<file path="config.mk">
export PLATFORM = sky130hd
export DESIGN_NAME = timer_input_capture_quadrature
export DESIGN_NICKNAME = d
export VERILOG_FILES = /design/src/hw/tcap_pkg.sv /design/src/hw/pin_edge_sync.sv /design/src/hw/timer_input_capture_quadrature.sv
export SDC_FILE = /design/constraint.sdc
export NUM_CORES = 1
export LEC_CHECK = 0
export ABC_AREA = 0
export BUFFER_PORTS_ARGS = -buffer_cell sky130_fd_sc_hd__clkbuf_2
export CELL_PAD_IN_SITES_DETAIL_PLACEMENT = 0
export CELL_PAD_IN_SITES_GLOBAL_PLACEMENT = 1
export CORE_ASPECT_RATIO = 0.7
export CORE_UTILIZATION = 46
export DETAILED_ROUTE_END_ITERATION = 8
export PLACE_DENSITY_LB_ADDON = 0.1
export SYNTH_ARGS = -nofsm -noshare
export SYNTH_HDL_FRONTEND = slang
export SYNTH_SLANG_ARGS = --single-unit
</file>
<file path="constraint.sdc">
create_clock -name clk_sys -period 5.3 [get_ports clk_sys]
set_input_delay 0.795 -clock clk_sys [delete_from_list [all_inputs] [get_ports clk_sys]]
set_output_delay 0.795 -clock clk_sys [all_outputs]
set_load 0.005 [all_outputs]
</file>
<file path="src/hw/tcap_pkg.sv">
// Shared constants for the timer input-side capture and decode block
package tcap_pkg;
	// ==========================================================
	// Mode encodings
	localparam logic [1:0] MODE_CAPTURE = 2'h0;
	localparam logic [1:0] MODE_OUTPUT = 2'h1;
	localparam logic [1:0] MODE_COUNTER = 2'h2;
	localparam logic [1:0] MODE_QUAD_STEP = 2'h3;

	// ==========================================================
	// Counter limits and reset values
	localparam int CNT_W = 16;
	localparam logic [15:0] CNT_MAX = 16'hffff;
	localparam logic [15:0] CNT_RST = 16'h0000;
	localparam logic [15:0] CNT_ONE = 16'h0001;
	localparam logic [7:0] BYTE_RST = 8'h00;

	// ==========================================================
	// Sequencer states, Gray along idle -> wait -> run
	typedef enum logic [1:0] {
		ST_IDLE = 2'h0,
		ST_WAIT = 2'h1,
		ST_RUN = 2'h3
	} seq_t;
endpackage : tcap_pkg

</file>
<file path="src/hw/pin_edge_sync.sv">
// Three-stage pin synchroniser with agreement check and edge pulses
`timescale 1ns/10ps
module pin_edge_sync (
	input wire logic clk_sys,
	input wire logic rst_n,
	input wire logic pin_in,
	output logic level,
	output logic rise,
	output logic fall
);
	logic s1_ff;
	logic s2_ff;
	logic s3_ff;
	logic level_ff;
	logic rise_ff;
	logic fall_ff;

	// ==========================================================
	// Synchroniser chain
	always_ff @(posedge clk_sys or negedge rst_n) begin
		if (!rst_n) begin
			s1_ff <= 1'b0;
			s2_ff <= 1'b0;
			s3_ff <= 1'b0;
		end else begin
			s1_ff <= pin_in;
			s2_ff <= s1_ff;
			s3_ff <= s2_ff;
		end
	end

	// ==========================================================
	// Level moves only when stages two and three agree
	always_ff @(posedge clk_sys or negedge rst_n) begin
		if (!rst_n) begin
			level_ff <= 1'b0;
			rise_ff <= 1'b0;
			fall_ff <= 1'b0;
		end else begin
			rise_ff <= 1'b0;
			fall_ff <= 1'b0;
			if (s2_ff == s3_ff && s3_ff != level_ff) begin
				level_ff <= s3_ff;
				rise_ff <= s3_ff;
				fall_ff <= ~s3_ff;
			end
		end
	end

	assign level = level_ff;
	assign rise = rise_ff;
	assign fall = fall_ff;
endmodule : pin_edge_sync

</file>
<file path="src/hw/timer_input_capture_quadrature.sv">
// Timer input modes: PWM capture, edge counter, quadrature and step decode
`timescale 1ns/10ps
module timer_input_capture_quadrature (
	input wire logic clk_sys,
	input wire logic reset_n,
	input wire logic [1:0] mode_select,
	input wire logic edge_select,
	input wire logic output_polarity_sel,
	input wire logic timer_run,
	input wire logic base_tick,
	input wire logic rsd_source_sel,
	input wire logic zero_index_en,
	input wire logic pin_pulse_in,
	input wire logic pin_dir_in,
	input wire logic bemf_cmp_a,
	input wire logic bemf_cmp_b,
	input wire logic ext_irq1_input,
	input wire logic duty_wr_hi,
	input wire logic duty_wr_lo,
	input wire logic [7:0] duty_wdata,
	input wire logic count_rd_hi,
	input wire logic count_rd_lo,
	input wire logic pulse_flag_clr,
	input wire logic cycle_flag_clr,
	input wire logic overflow_flag_clr,
	output logic [7:0] count_rdata,
	output logic [15:0] duty_capture,
	output logic [15:0] period_capture,
	output logic pulse_flag,
	output logic cycle_flag,
	output logic overflow_flag,
	output logic direction_bit
);
	// ==========================================================
	// Reset release
	logic rst_a_ff;
	logic rst_n;

	always_ff @(posedge clk_sys or negedge reset_n) begin
		if (!reset_n) begin
			rst_a_ff <= 1'b0;
			rst_n <= 1'b0;
		end else begin
			rst_a_ff <= 1'b1;
			rst_n <= rst_a_ff;
		end
	end

	// ==========================================================
	// Pin synchronisers
	logic pul_lvl, pul_rise, pul_fall;
	logic dir_lvl;
	logic cma_lvl;
	logic cmb_lvl;
	logic zix_rise;

	pin_edge_sync u_pul (.clk_sys(clk_sys), .rst_n(rst_n), .pin_in(pin_pulse_in),
		.level(pul_lvl), .rise(pul_rise), .fall(pul_fall));
	pin_edge_sync u_dir (.clk_sys(clk_sys), .rst_n(rst_n), .pin_in(pin_dir_in),
		.level(dir_lvl), .rise(), .fall());
	pin_edge_sync u_cma (.clk_sys(clk_sys), .rst_n(rst_n), .pin_in(bemf_cmp_a),
		.level(cma_lvl), .rise(), .fall());
	pin_edge_sync u_cmb (.clk_sys(clk_sys), .rst_n(rst_n), .pin_in(bemf_cmp_b),
		.level(cmb_lvl), .rise(), .fall());
	pin_edge_sync u_zix (.clk_sys(clk_sys), .rst_n(rst_n), .pin_in(ext_irq1_input),
		.level(), .rise(zix_rise), .fall());

	// ==========================================================
	// Mode decode
	logic is_cap, is_cnt, is_quad, is_step;

	assign is_cap = (mode_select == tcap_pkg::MODE_CAPTURE);
	assign is_cnt = (mode_select == tcap_pkg::MODE_COUNTER);
	assign is_quad = (mode_select == tcap_pkg::MODE_QUAD_STEP) && !output_polarity_sel;
	assign is_step = (mode_select == tcap_pkg::MODE_QUAD_STEP) && output_polarity_sel;

	// ==========================================================
	// Edge roles
	logic start_edge, end_edge, act_edge;

	// Capture: period edge and pulse-end edge swap with edge select
	assign start_edge = edge_select ? pul_fall : pul_rise;
	assign end_edge = edge_select ? pul_rise : pul_fall;
	// Counter and step share the same active-edge choice
	assign act_edge = edge_select ? pul_rise : pul_fall;

	// ==========================================================
	// Quadrature decode
	// Channel A comes from the pulse pin or comparator A, B likewise.
	// A simultaneous change on both channels is illegal and is dropped.
	logic qa_lvl, qb_lvl, qa_chg, qb_chg;
	logic qa_old_ff, qb_old_ff;
	logic quad_edge, quad_rev;

	assign qa_lvl = rsd_source_sel ? cma_lvl : pul_lvl;
	assign qb_lvl = rsd_source_sel ? cmb_lvl : dir_lvl;
	assign qa_chg = qa_lvl != qa_old_ff;
	assign qb_chg = qb_lvl != qb_old_ff;
	assign quad_edge = qa_chg ^ qb_chg;
	assign quad_rev = ~(qa_lvl ^ qb_old_ff);

	always_ff @(posedge clk_sys or negedge rst_n) begin
		if (!rst_n) begin
			qa_old_ff <= 1'b0;
			qb_old_ff <= 1'b0;
		end else begin
			qa_old_ff <= qa_lvl;
			qb_old_ff <= qb_lvl;
		end
	end

	// ==========================================================
	// Sequencer: idle while stopped, waiting for first edge, running
	tcap_pkg::seq_t seq_ff;
	tcap_pkg::seq_t nxt_seq;
	logic first_edge;

	assign first_edge = is_cap ? start_edge : act_edge;

	always_comb begin
		nxt_seq = seq_ff;
		case (seq_ff)
			tcap_pkg::ST_IDLE: begin
				if (timer_run) begin
					nxt_seq = tcap_pkg::ST_WAIT;
				end
			end
			tcap_pkg::ST_WAIT: begin
				if (first_edge) begin
					nxt_seq = tcap_pkg::ST_RUN;
				end
			end
			tcap_pkg::ST_RUN: begin
				nxt_seq = tcap_pkg::ST_RUN;
			end
			default: begin
				nxt_seq = tcap_pkg::ST_IDLE;
			end
		endcase
		if (!timer_run) begin
			nxt_seq = tcap_pkg::ST_IDLE;
		end
	end

	always_ff @(posedge clk_sys or negedge rst_n) begin
		if (!rst_n) begin
			seq_ff <= tcap_pkg::ST_IDLE;
		end else begin
			seq_ff <= nxt_seq;
		end
	end

	// ==========================================================
	// Event decode for base timer and flags
	logic waiting, running, base_ovf;
	logic cap_arm, cap_period, cap_pulse;
	logic cnt_step, cnt_match;
	logic sp_edge, sp_dn, zero_hit;
	logic [15:0] base_ff;
	logic [15:0] tally_ff;
	logic [15:0] target_ff;
	logic [15:0] tally_inc;

	assign waiting = (seq_ff == tcap_pkg::ST_WAIT) && timer_run;
	assign running = (seq_ff == tcap_pkg::ST_RUN) && timer_run;
	assign base_ovf = running && base_tick && (base_ff == tcap_pkg::CNT_MAX);
	assign cap_arm = is_cap && waiting && start_edge;
	assign cap_period = is_cap && running && start_edge;
	assign cap_pulse = is_cap && running && end_edge;
	assign tally_inc = tally_ff + tcap_pkg::CNT_ONE;
	assign cnt_step = is_cnt && running && act_edge;
	assign cnt_match = cnt_step && (tally_inc == target_ff);
	assign sp_edge = timer_run && (is_quad ? quad_edge : (is_step && act_edge));
	assign sp_dn = is_quad ? quad_rev : dir_lvl;
	assign zero_hit = is_quad && timer_run && zero_index_en && edge_select && zix_rise;

	// ==========================================================
	// Base timer
	always_ff @(posedge clk_sys or negedge rst_n) begin
		if (!rst_n) begin
			base_ff <= tcap_pkg::CNT_RST;
		end else if (cap_arm || (is_cnt && waiting && act_edge)) begin
			base_ff <= tcap_pkg::CNT_RST;
		end else if (cap_period || cnt_match || (sp_edge && running)) begin
			base_ff <= tcap_pkg::CNT_RST;
		end else if (base_ovf) begin
			base_ff <= tcap_pkg::CNT_RST;
		end else if (running && base_tick) begin
			base_ff <= base_ff + tcap_pkg::CNT_ONE;
		end
	end

	// ==========================================================
	// Edge tally for counter mode, kept across base overflow
	always_ff @(posedge clk_sys or negedge rst_n) begin
		if (!rst_n) begin
			tally_ff <= tcap_pkg::CNT_RST;
		end else if (!running || !is_cnt || cnt_match) begin
			tally_ff <= tcap_pkg::CNT_RST;
		end else if (cnt_step) begin
			tally_ff <= tally_inc;
		end
	end

	// ==========================================================
	// Target preload and shadow for counter mode
	logic [15:0] preload_ff;
	logic hi_pend_ff;
	logic xfer;

	always_ff @(posedge clk_sys or negedge rst_n) begin
		if (!rst_n) begin
			preload_ff <= tcap_pkg::CNT_RST;
		end else if (duty_wr_hi && is_cnt) begin
			preload_ff[15:8] <= duty_wdata;
		end else if (duty_wr_lo && is_cnt) begin
			preload_ff[7:0] <= duty_wdata;
		end
	end

	// Pending from the high write until the low write lands
	always_ff @(posedge clk_sys or negedge rst_n) begin
		if (!rst_n) begin
			hi_pend_ff <= 1'b0;
		end else if (duty_wr_hi && is_cnt) begin
			hi_pend_ff <= 1'b1;
		end else if (duty_wr_lo) begin
			hi_pend_ff <= 1'b0;
		end
	end

	assign xfer = (cnt_match || (is_cnt && base_ovf) || !timer_run)
		&& !hi_pend_ff && !duty_wr_hi && !duty_wr_lo;

	always_ff @(posedge clk_sys or negedge rst_n) begin
		if (!rst_n) begin
			target_ff <= tcap_pkg::CNT_RST;
		end else if (xfer) begin
			target_ff <= preload_ff;
		end
	end

	// ==========================================================
	// Special up/down counter, wraps both ways
	logic [15:0] spec_ff;

	always_ff @(posedge clk_sys or negedge rst_n) begin
		if (!rst_n) begin
			spec_ff <= tcap_pkg::CNT_RST;
		end else if (zero_hit) begin
			spec_ff <= tcap_pkg::CNT_RST;
		end else if (sp_edge && sp_dn) begin
			spec_ff <= spec_ff - tcap_pkg::CNT_ONE;
		end else if (sp_edge) begin
			spec_ff <= spec_ff + tcap_pkg::CNT_ONE;
		end
	end

	// ==========================================================
	// Direction; step mode waits for the pulse edge after a pin change
	logic dir_ff;
	logic dir_chg;

	assign dir_chg = sp_edge && (sp_dn != dir_ff);

	always_ff @(posedge clk_sys or negedge rst_n) begin
		if (!rst_n) begin
			dir_ff <= 1'b0;
		end else if (sp_edge) begin
			dir_ff <= sp_dn;
		end
	end

	// ==========================================================
	// Capture registers
	logic [15:0] duty_ff;
	logic [15:0] period_ff;

	always_ff @(posedge clk_sys or negedge rst_n) begin
		if (!rst_n) begin
			duty_ff <= tcap_pkg::CNT_RST;
		end else if (cap_pulse) begin
			duty_ff <= base_ff;
		end else if (zero_hit) begin
			duty_ff <= spec_ff;
		end else if (is_cnt && duty_wr_hi) begin
			duty_ff[15:8] <= duty_wdata;
		end else if (is_cnt && duty_wr_lo) begin
			duty_ff[7:0] <= duty_wdata;
		end
	end

	always_ff @(posedge clk_sys or negedge rst_n) begin
		if (!rst_n) begin
			period_ff <= tcap_pkg::CNT_RST;
		end else if (cap_period || cnt_match || (sp_edge && running)) begin
			period_ff <= base_ff;
		end
	end

	// ==========================================================
	// Flags; a set in the clearing cycle wins
	logic pulse_ff, cycle_ff, ovf_ff;

	always_ff @(posedge clk_sys or negedge rst_n) begin
		if (!rst_n) begin
			pulse_ff <= 1'b0;
		end else if (cap_pulse || dir_chg) begin
			pulse_ff <= 1'b1;
		end else if (pulse_flag_clr) begin
			pulse_ff <= 1'b0;
		end
	end

	always_ff @(posedge clk_sys or negedge rst_n) begin
		if (!rst_n) begin
			cycle_ff <= 1'b0;
		end else if (cap_period || cnt_match || (sp_edge && running)) begin
			cycle_ff <= 1'b1;
		end else if (cycle_flag_clr) begin
			cycle_ff <= 1'b0;
		end
	end

	always_ff @(posedge clk_sys or negedge rst_n) begin
		if (!rst_n) begin
			ovf_ff <= 1'b0;
		end else if (base_ovf) begin
			ovf_ff <= 1'b1;
		end else if (overflow_flag_clr) begin
			ovf_ff <= 1'b0;
		end
	end

	// ==========================================================
	// Count read port; low byte frozen at the high-byte read
	logic [15:0] count_view;
	logic [7:0] lo_latch_ff;
	logic [7:0] rdata_ff;

	assign count_view = (is_quad || is_step) ? spec_ff : base_ff;

	always_ff @(posedge clk_sys or negedge rst_n) begin
		if (!rst_n) begin
			lo_latch_ff <= tcap_pkg::BYTE_RST;
			rdata_ff <= tcap_pkg::BYTE_RST;
		end else if (count_rd_hi) begin
			rdata_ff <= count_view[15:8];
			lo_latch_ff <= count_view[7:0];
		end else if (count_rd_lo) begin
			rdata_ff <= lo_latch_ff;
		end
	end

	assign count_rdata = rdata_ff;
	assign duty_capture = duty_ff;
	assign period_capture = period_ff;
	assign pulse_flag = pulse_ff;
	assign cycle_flag = cycle_ff;
	assign overflow_flag = ovf_ff;
	assign direction_bit = dir_ff;
endmodule : timer_input_capture_quadrature

</file>
# == After elaboration in Yosys (flattened, before gate mapping) ==
# Cells that the tools add are included.
# Widths: inputs -> output; s select.
# classes
n_mux,38
bitwise_logic,5
n_eq_ne,21
reduce_logical,66
addsub,4
# op_table
op,n
$mux 16,12
$add 16x1->16 const B,3
$mux 8,5
$logic_and 1x1->1,36
$mux 1,18
$eq 16x16->1,1
$eq 16x16->1 const B,1
$sub 16x1->16 const B,1
$reduce_bool 2->1,6
$logic_or 1x1->1,9
$reduce_bool 3->1,3
$ne 1x1->1,8
$logic_not 1->1,7
$eq 2x2->1 const B,3
$ne 3x3->1 const B,2
$pmux 2 s3,1
$eq 1x1->1,5
$logic_not 2->1,2
$mux 2,2
$reduce_and 2->1,2
$reduce_bool 4->1,1
$not 1->1,3
$eq 2x1->1 const B,1
$xor 1x1->1,2
# totals
input_bits,30
wordCells,178
reg_bits,162
out_inout_bits,44

# == Depth between registers and ports, before layout ==
# depth
word_depth,10
depth_mapped,14
ltp_nobuf,14

# == Cells and area by module ==
# A second synthesis with hierarchy kept.
# hier_totals
cells_unflattened,845
area_unflattened_um2,8567.0
# modules_own_cells
module,area_each_um2,seq_area_each_um2,cells_per_inst,instances
timer_input_capture_quadrature,7672.4,3478.3,800,1
pin_edge_sync,178.9,150.1,9,5

# == Worst setup path before layout ==
# OpenSTA, ideal clock, no wires.
# synth_path
path_kind,in2reg
startpoint,input port rsd_source_sel
endpoint,register spec_ff[10]
path_buffers,0
setup_time_ns,0.128
required_ns,5.172
setup_slack_ns,1.065
stages,13
t_arrival_ns,4.107
path_cell_list,mux2_4 > xor2_1 > xor3_1 > o21ai_1 > nor2_1 > ha_1 > nor2b_1 > o21ai_0 > nand2b_1 > a311oi_1 > nor2_1 > a311oi_1 > o21ai_0
# synth_via
elab_chain_len,8
word_cells_on_any_way,14
classes_between,2 x eq/ne; 6 x mux; 3 x bitwise; 3 x reduce/logical
# synth_lines
item,line_no,text
"start, declared",timer_input_capture_quadrature.sv:11,"input wire logic rsd_source_sel,"
"$mux 1, on equally long branches","timer_input_capture_quadrature.sv:95, timer_input_capture_quadrature.sv:96",
"$ne 1x1->1, on equally long branches","timer_input_capture_quadrature.sv:97, timer_input_capture_quadrature.sv:98",
$xor 1x1->1,timer_input_capture_quadrature.sv:99,assign quad_edge = qa_chg ^ qb_chg;
$mux 1,timer_input_capture_quadrature.sv:173,assign sp_edge = timer_run && (is_quad ? quad_edge : (is_step && act_edge));
$logic_and 1x1->1,timer_input_capture_quadrature.sv:173,
$logic_and 1x1->1,timer_input_capture_quadrature.sv:252,end else if (sp_edge && sp_dn) begin
$mux 16,timer_input_capture_quadrature.sv:252,
$mux 16,timer_input_capture_quadrature.sv:250,end else if (zero_hit) begin
"end signal, assigned",timer_input_capture_quadrature.sv:249,spec_ff <= tcap_pkg::CNT_RST;
"end signal, assigned",timer_input_capture_quadrature.sv:251,spec_ff <= tcap_pkg::CNT_RST;
"end signal, assigned",timer_input_capture_quadrature.sv:253,spec_ff <= spec_ff - tcap_pkg::CNT_ONE;
"end, declared",timer_input_capture_quadrature.sv:245,logic [15:0] spec_ff;
# Several ways; a longest one is shown, not always the timed one.
# A chain may end at the register's enable or synchronous reset.

# == Worst setup path after layout ==
# layout_path
startpoint,input port rsd_source_sel
endpoint,register spec_ff[10]
# layout_via
elab_chain_len,8
word_cells_on_any_way,14
classes_between,2 x eq/ne; 6 x mux; 3 x bitwise; 3 x reduce/logical
# layout_lines
item,line_no,text
$mux 1 *,timer_input_capture_quadrature.sv:95,assign qa_lvl = rsd_source_sel ? cma_lvl : pul_lvl;
named net qa_lvl,timer_input_capture_quadrature.sv:91,"logic qa_lvl, qb_lvl, qa_chg, qb_chg;"
$ne 1x1->1,timer_input_capture_quadrature.sv:97,assign qa_chg = qa_lvl != qa_old_ff;
$xor 1x1->1,timer_input_capture_quadrature.sv:99,
$mux 1,timer_input_capture_quadrature.sv:173,
$logic_and 1x1->1,timer_input_capture_quadrature.sv:173,
$logic_and 1x1->1,timer_input_capture_quadrature.sv:252,
$mux 16,timer_input_capture_quadrature.sv:252,
$mux 16,timer_input_capture_quadrature.sv:250,
# Mark *: on every way through the listed nets, which the timed path passes. The rest lies on a longest branch.

==> metrics <==
LEAKAGE=4.409 nW; Synth Instances=962; Die Width=166.2 µm; minimum clock period=4.623 ns; biggest area consumer among synthesized cells=dfrtp_1; Psw=1.181 mW; PortBufs=73; setup TNS=0 ns; largest net degree at the start of global routing=127; Core Box Area=18,260 µm²; WP buf/inv=1; post-synth cell types=60; worst vdd ir=0.0002075 V; post-cts hold buffer count=0; failing checks=design-rule violations; Critical Path AT=4.93 ns; Max Freq=0.2163 GHz; Comb pwr share=0.179; status=finished, violations left; Non-Filler Instances=1,254; CTS sink count=162; Worst Path Class, Setup=in -> reg; gr ovfl total=0; FFs w/ async S/R, synth=1.000; synth top area cells=dfrtp_1 (47%), nand2_1 (6.1%), a21oi_1 (4.8%); Min Hold Slack=0.1280 ns; clock power share=0.363; syn_area_per_cell=9.024 µm²; Total Die Area=19,430 µm²; layout net count=1,052; CTS root buffer=clkbuf_16; Reg power frac=0.459; vias after detailed routing=7,166; Residual DRC=2; Clock Skews=0.01453 ns; total global-route track usage=0.2496; worst path required time=5.61 ns; register area share after synthesis=0.4670; Rows=41; critical-path cell list=clkbuf_2, mux2_4, xor2_1, xor3_1, o21ai_1, nor2_1, ha_1, nor2b_1, o21ai_0, nand2b_1, a311oi_1, nor2_1, a311oi_1, o21ai_0; Post-CTS Setup Repair Bufs=0; First DRT Iteration DRCs=779; Layout area overhead=12.45%; DP Cell Count=1,222; share of cells above drive strength 1=0.1297; Clock Latency Late Sink=0.44 ns; DRT Pass-1 Iters=9; Slew Viols, Final=0; Die Height=116.9 µm; Final setup viols=0; P_int=2.369 mW; Max Cap Viol=0; final hold vios=0; synth cell count leaders=dfrtp_1 (162), nand2_1 (140), a21oi_1 (83); unrepaired setup endpoints after global routing=false; Inserted Diodes=0; biggest cell delay along the critical path=0.89 ns; CP Max Fanout=15; Post-CTS Resized=0; total wire length=23,270 µm; Antenna Nets Post-Route=0; Tcrit/Tclk final=0.8723; first-pass GRT wire length=36,870 µm; hold crit path type=in -> async; Total Power=3.550 mW; Post-DP Area=9151 µm²; dpl hpwl=16,410 µm; Switching Fraction=0.3326; Num CTS Buffers=17; H-tree Lvls=4; Clock Pin Slew Worst Setup and Hold Paths=0.08 ns; Slew @ Worst Pin=1.160 ns; Ports=74; CTS tree=built; Crit. End Element=flip-flop; Primary FF master, synth=dfrtp_1; CP delay by family, top=compound AO/OA/AOI/OAI gates; EDFF count, synth=0; pwr dens=363.7 nW/µm²; Initial Utilization=0.4753; initial antenna violation count=0; Slowest cell on crit path=nor2_1; fill cell count=1,743; Synthesized Nets=1,009; clock buffer depth=2; routed vias/inst=5.715; drt wl/cell=18.56 µm; relative slew slack=0.2237; design area=9762 µm²; Syn. warnings=0; placer congestion estimate=0.8330; vias in the first global route=6,423; #FFs+latches synth=162; Syn Std Cell Area=8681 µm²; post-synth top area share=0.4670; Startpoint Class=primary input; top-count cell post-synth=dfrtp_1
==> worst register-to-register path, cell delays in order (launching register included) <==
cell,delay [ns]
dfrtp_1,0.42
mux2_4,0.29
xor2_1,0.22
xor3_1,0.31
o21ai_1,0.09
nor2_1,0.89
ha_1,0.44
nor2b_1,0.16
o21ai_0,0.18
nand2b_1,0.14
a311oi_1,0.72
nor2_1,0.16
a311oi_1,0.30
o21ai_0,0.11
==> state kept, by name, indices dropped and copies added, names as in the netlist, 2 cells and up <==
signal / count
base_ff: 16
duty_capture: 16
period_capture: 16
preload_ff: 16
spec_ff: 16
tally_ff: 16
target_ff: 16
count_rdata: 8
lo_latch_ff: 8
seq_ff: 2
==> layer usage <==
metal | routed length [µm] | global-route usage | vias up
met5 | 0 | 0 | -
met3 | 1263 | 0.04169 | 13
met4 | 167 | 0.05857 | 0
li1 | - | - | 3500
met1 | 12200 | 0.3910 | 3458
met2 | 9640 | 0.3550 | 195
==> final cells by class <==
| cell class | count | area, µm² | share of cell area |
|---|---|---|---|
| Multi-Input combinational cell | 722 | 4282 | 0.4386 |
| Tap cell | 236 | 295.3 | 0.03025 |
| Clock inverter | 15 | 185.2 | 0.01897 |
| Clock buffer | 17 | 425.4 | 0.04358 |
| Sequential cell | 162 | 4058 | 0.4157 |
| Inverter | 21 | 78.83 | 0.008075 |
| Timing Repair Buffer | 81 | 437.9 | 0.04486 |
==> power by group through the flow <==
stage	Sequential [mW]	Clock (mW)	Combinational, mW
2_1_floorplan	1.56	0	0.461
3_3_place_gp	1.65	0	0.624
3_5_place_dp	1.65	0	0.633
4_1_cts	1.62	1.31	0.637
5_1_grt	1.65	1.36	0.732
6_report	1.63	1.29	0.634
==> kinds of logic after synthesis <==
family / count (synthesis) / synth area share
other: 1 / 0.0004320
adders and majority gates: 21 / 0.02998
DFF: 162 / 0.4670
AOI/OAI and AO/OA: 225 / 0.1573
xor gates and xnor gates: 43 / 0.04511
and+or+nand+nor: 400 / 0.2179
muxes: 32 / 0.04252
buffers and inverters: 78 / 0.03978
==> cells in the final DEF (no fill, tap or decap), types with 6 or more instances in the layout <==
cell type,netlist,routed
dfrtp_1,162,161
a21oi_1,83,83
nor2_1,79,79
o211ai_1,28,28
mux2i_1,20,20
nand2_1,140,140
nor3_1,20,20
a311oi_1,6,6
and3_1,13,13
nor4_1,7,7
mux2_4,9,9
clkbuf_16,0,17
o21ai_0,46,46
o21ai_1,10,10
nand4_1,16,16
nor2b_1,21,21
a211oi_1,14,14
or3_1,10,10
inv_1,21,21
ha_1,16,16
a31oi_1,8,8
nand3_1,65,65
xor2_1,16,16
xnor2_1,26,26
clkbuf_2,2,73
inv_6,0,6
buf_4,3,7
==> metrics by stage <==
step | utilization | setup WS (ns)
2_1_floorplan | - | 0.4518
3_3_place_gp | 0.5011 | 0.3675
3_5_place_dp | 0.5011 | 0.2282
4_1_cts | 0.5345 | 0.6784
5_1_grt | 0.5345 | 0.1869
6_report | 0.5345 | 0.6768
==> path summary, 6_finish.rpt <==
path                            slack [ns]                     from  cells past startpoint                            to
worst max-delay path                  0.68           rsd_source_sel                     14       spec_ff[10]$_DFFE_PN0P_
min in group clk_sys                  0.35    u_pul.s1_ff$_DFF_PN0_                      0         u_pul.s2_ff$_DFF_PN0_
worst min register to register        0.29          rst_n$_DFF_PN0_                      0         u_cma.s3_ff$_DFF_PN0_
worst min-delay path                  0.13                  reset_n                      1               rst_n$_DFF_PN0_
max in group asynchronous             3.94          rst_n$_DFF_PN0_                      1  duty_capture[15]$_DFFE_PN0P_
worst max register to register        0.74  u_pul.level$_DFFE_PN0P_                     13       spec_ff[10]$_DFFE_PN0P_
No activity file was read; power rests on OpenSTA's default activity.
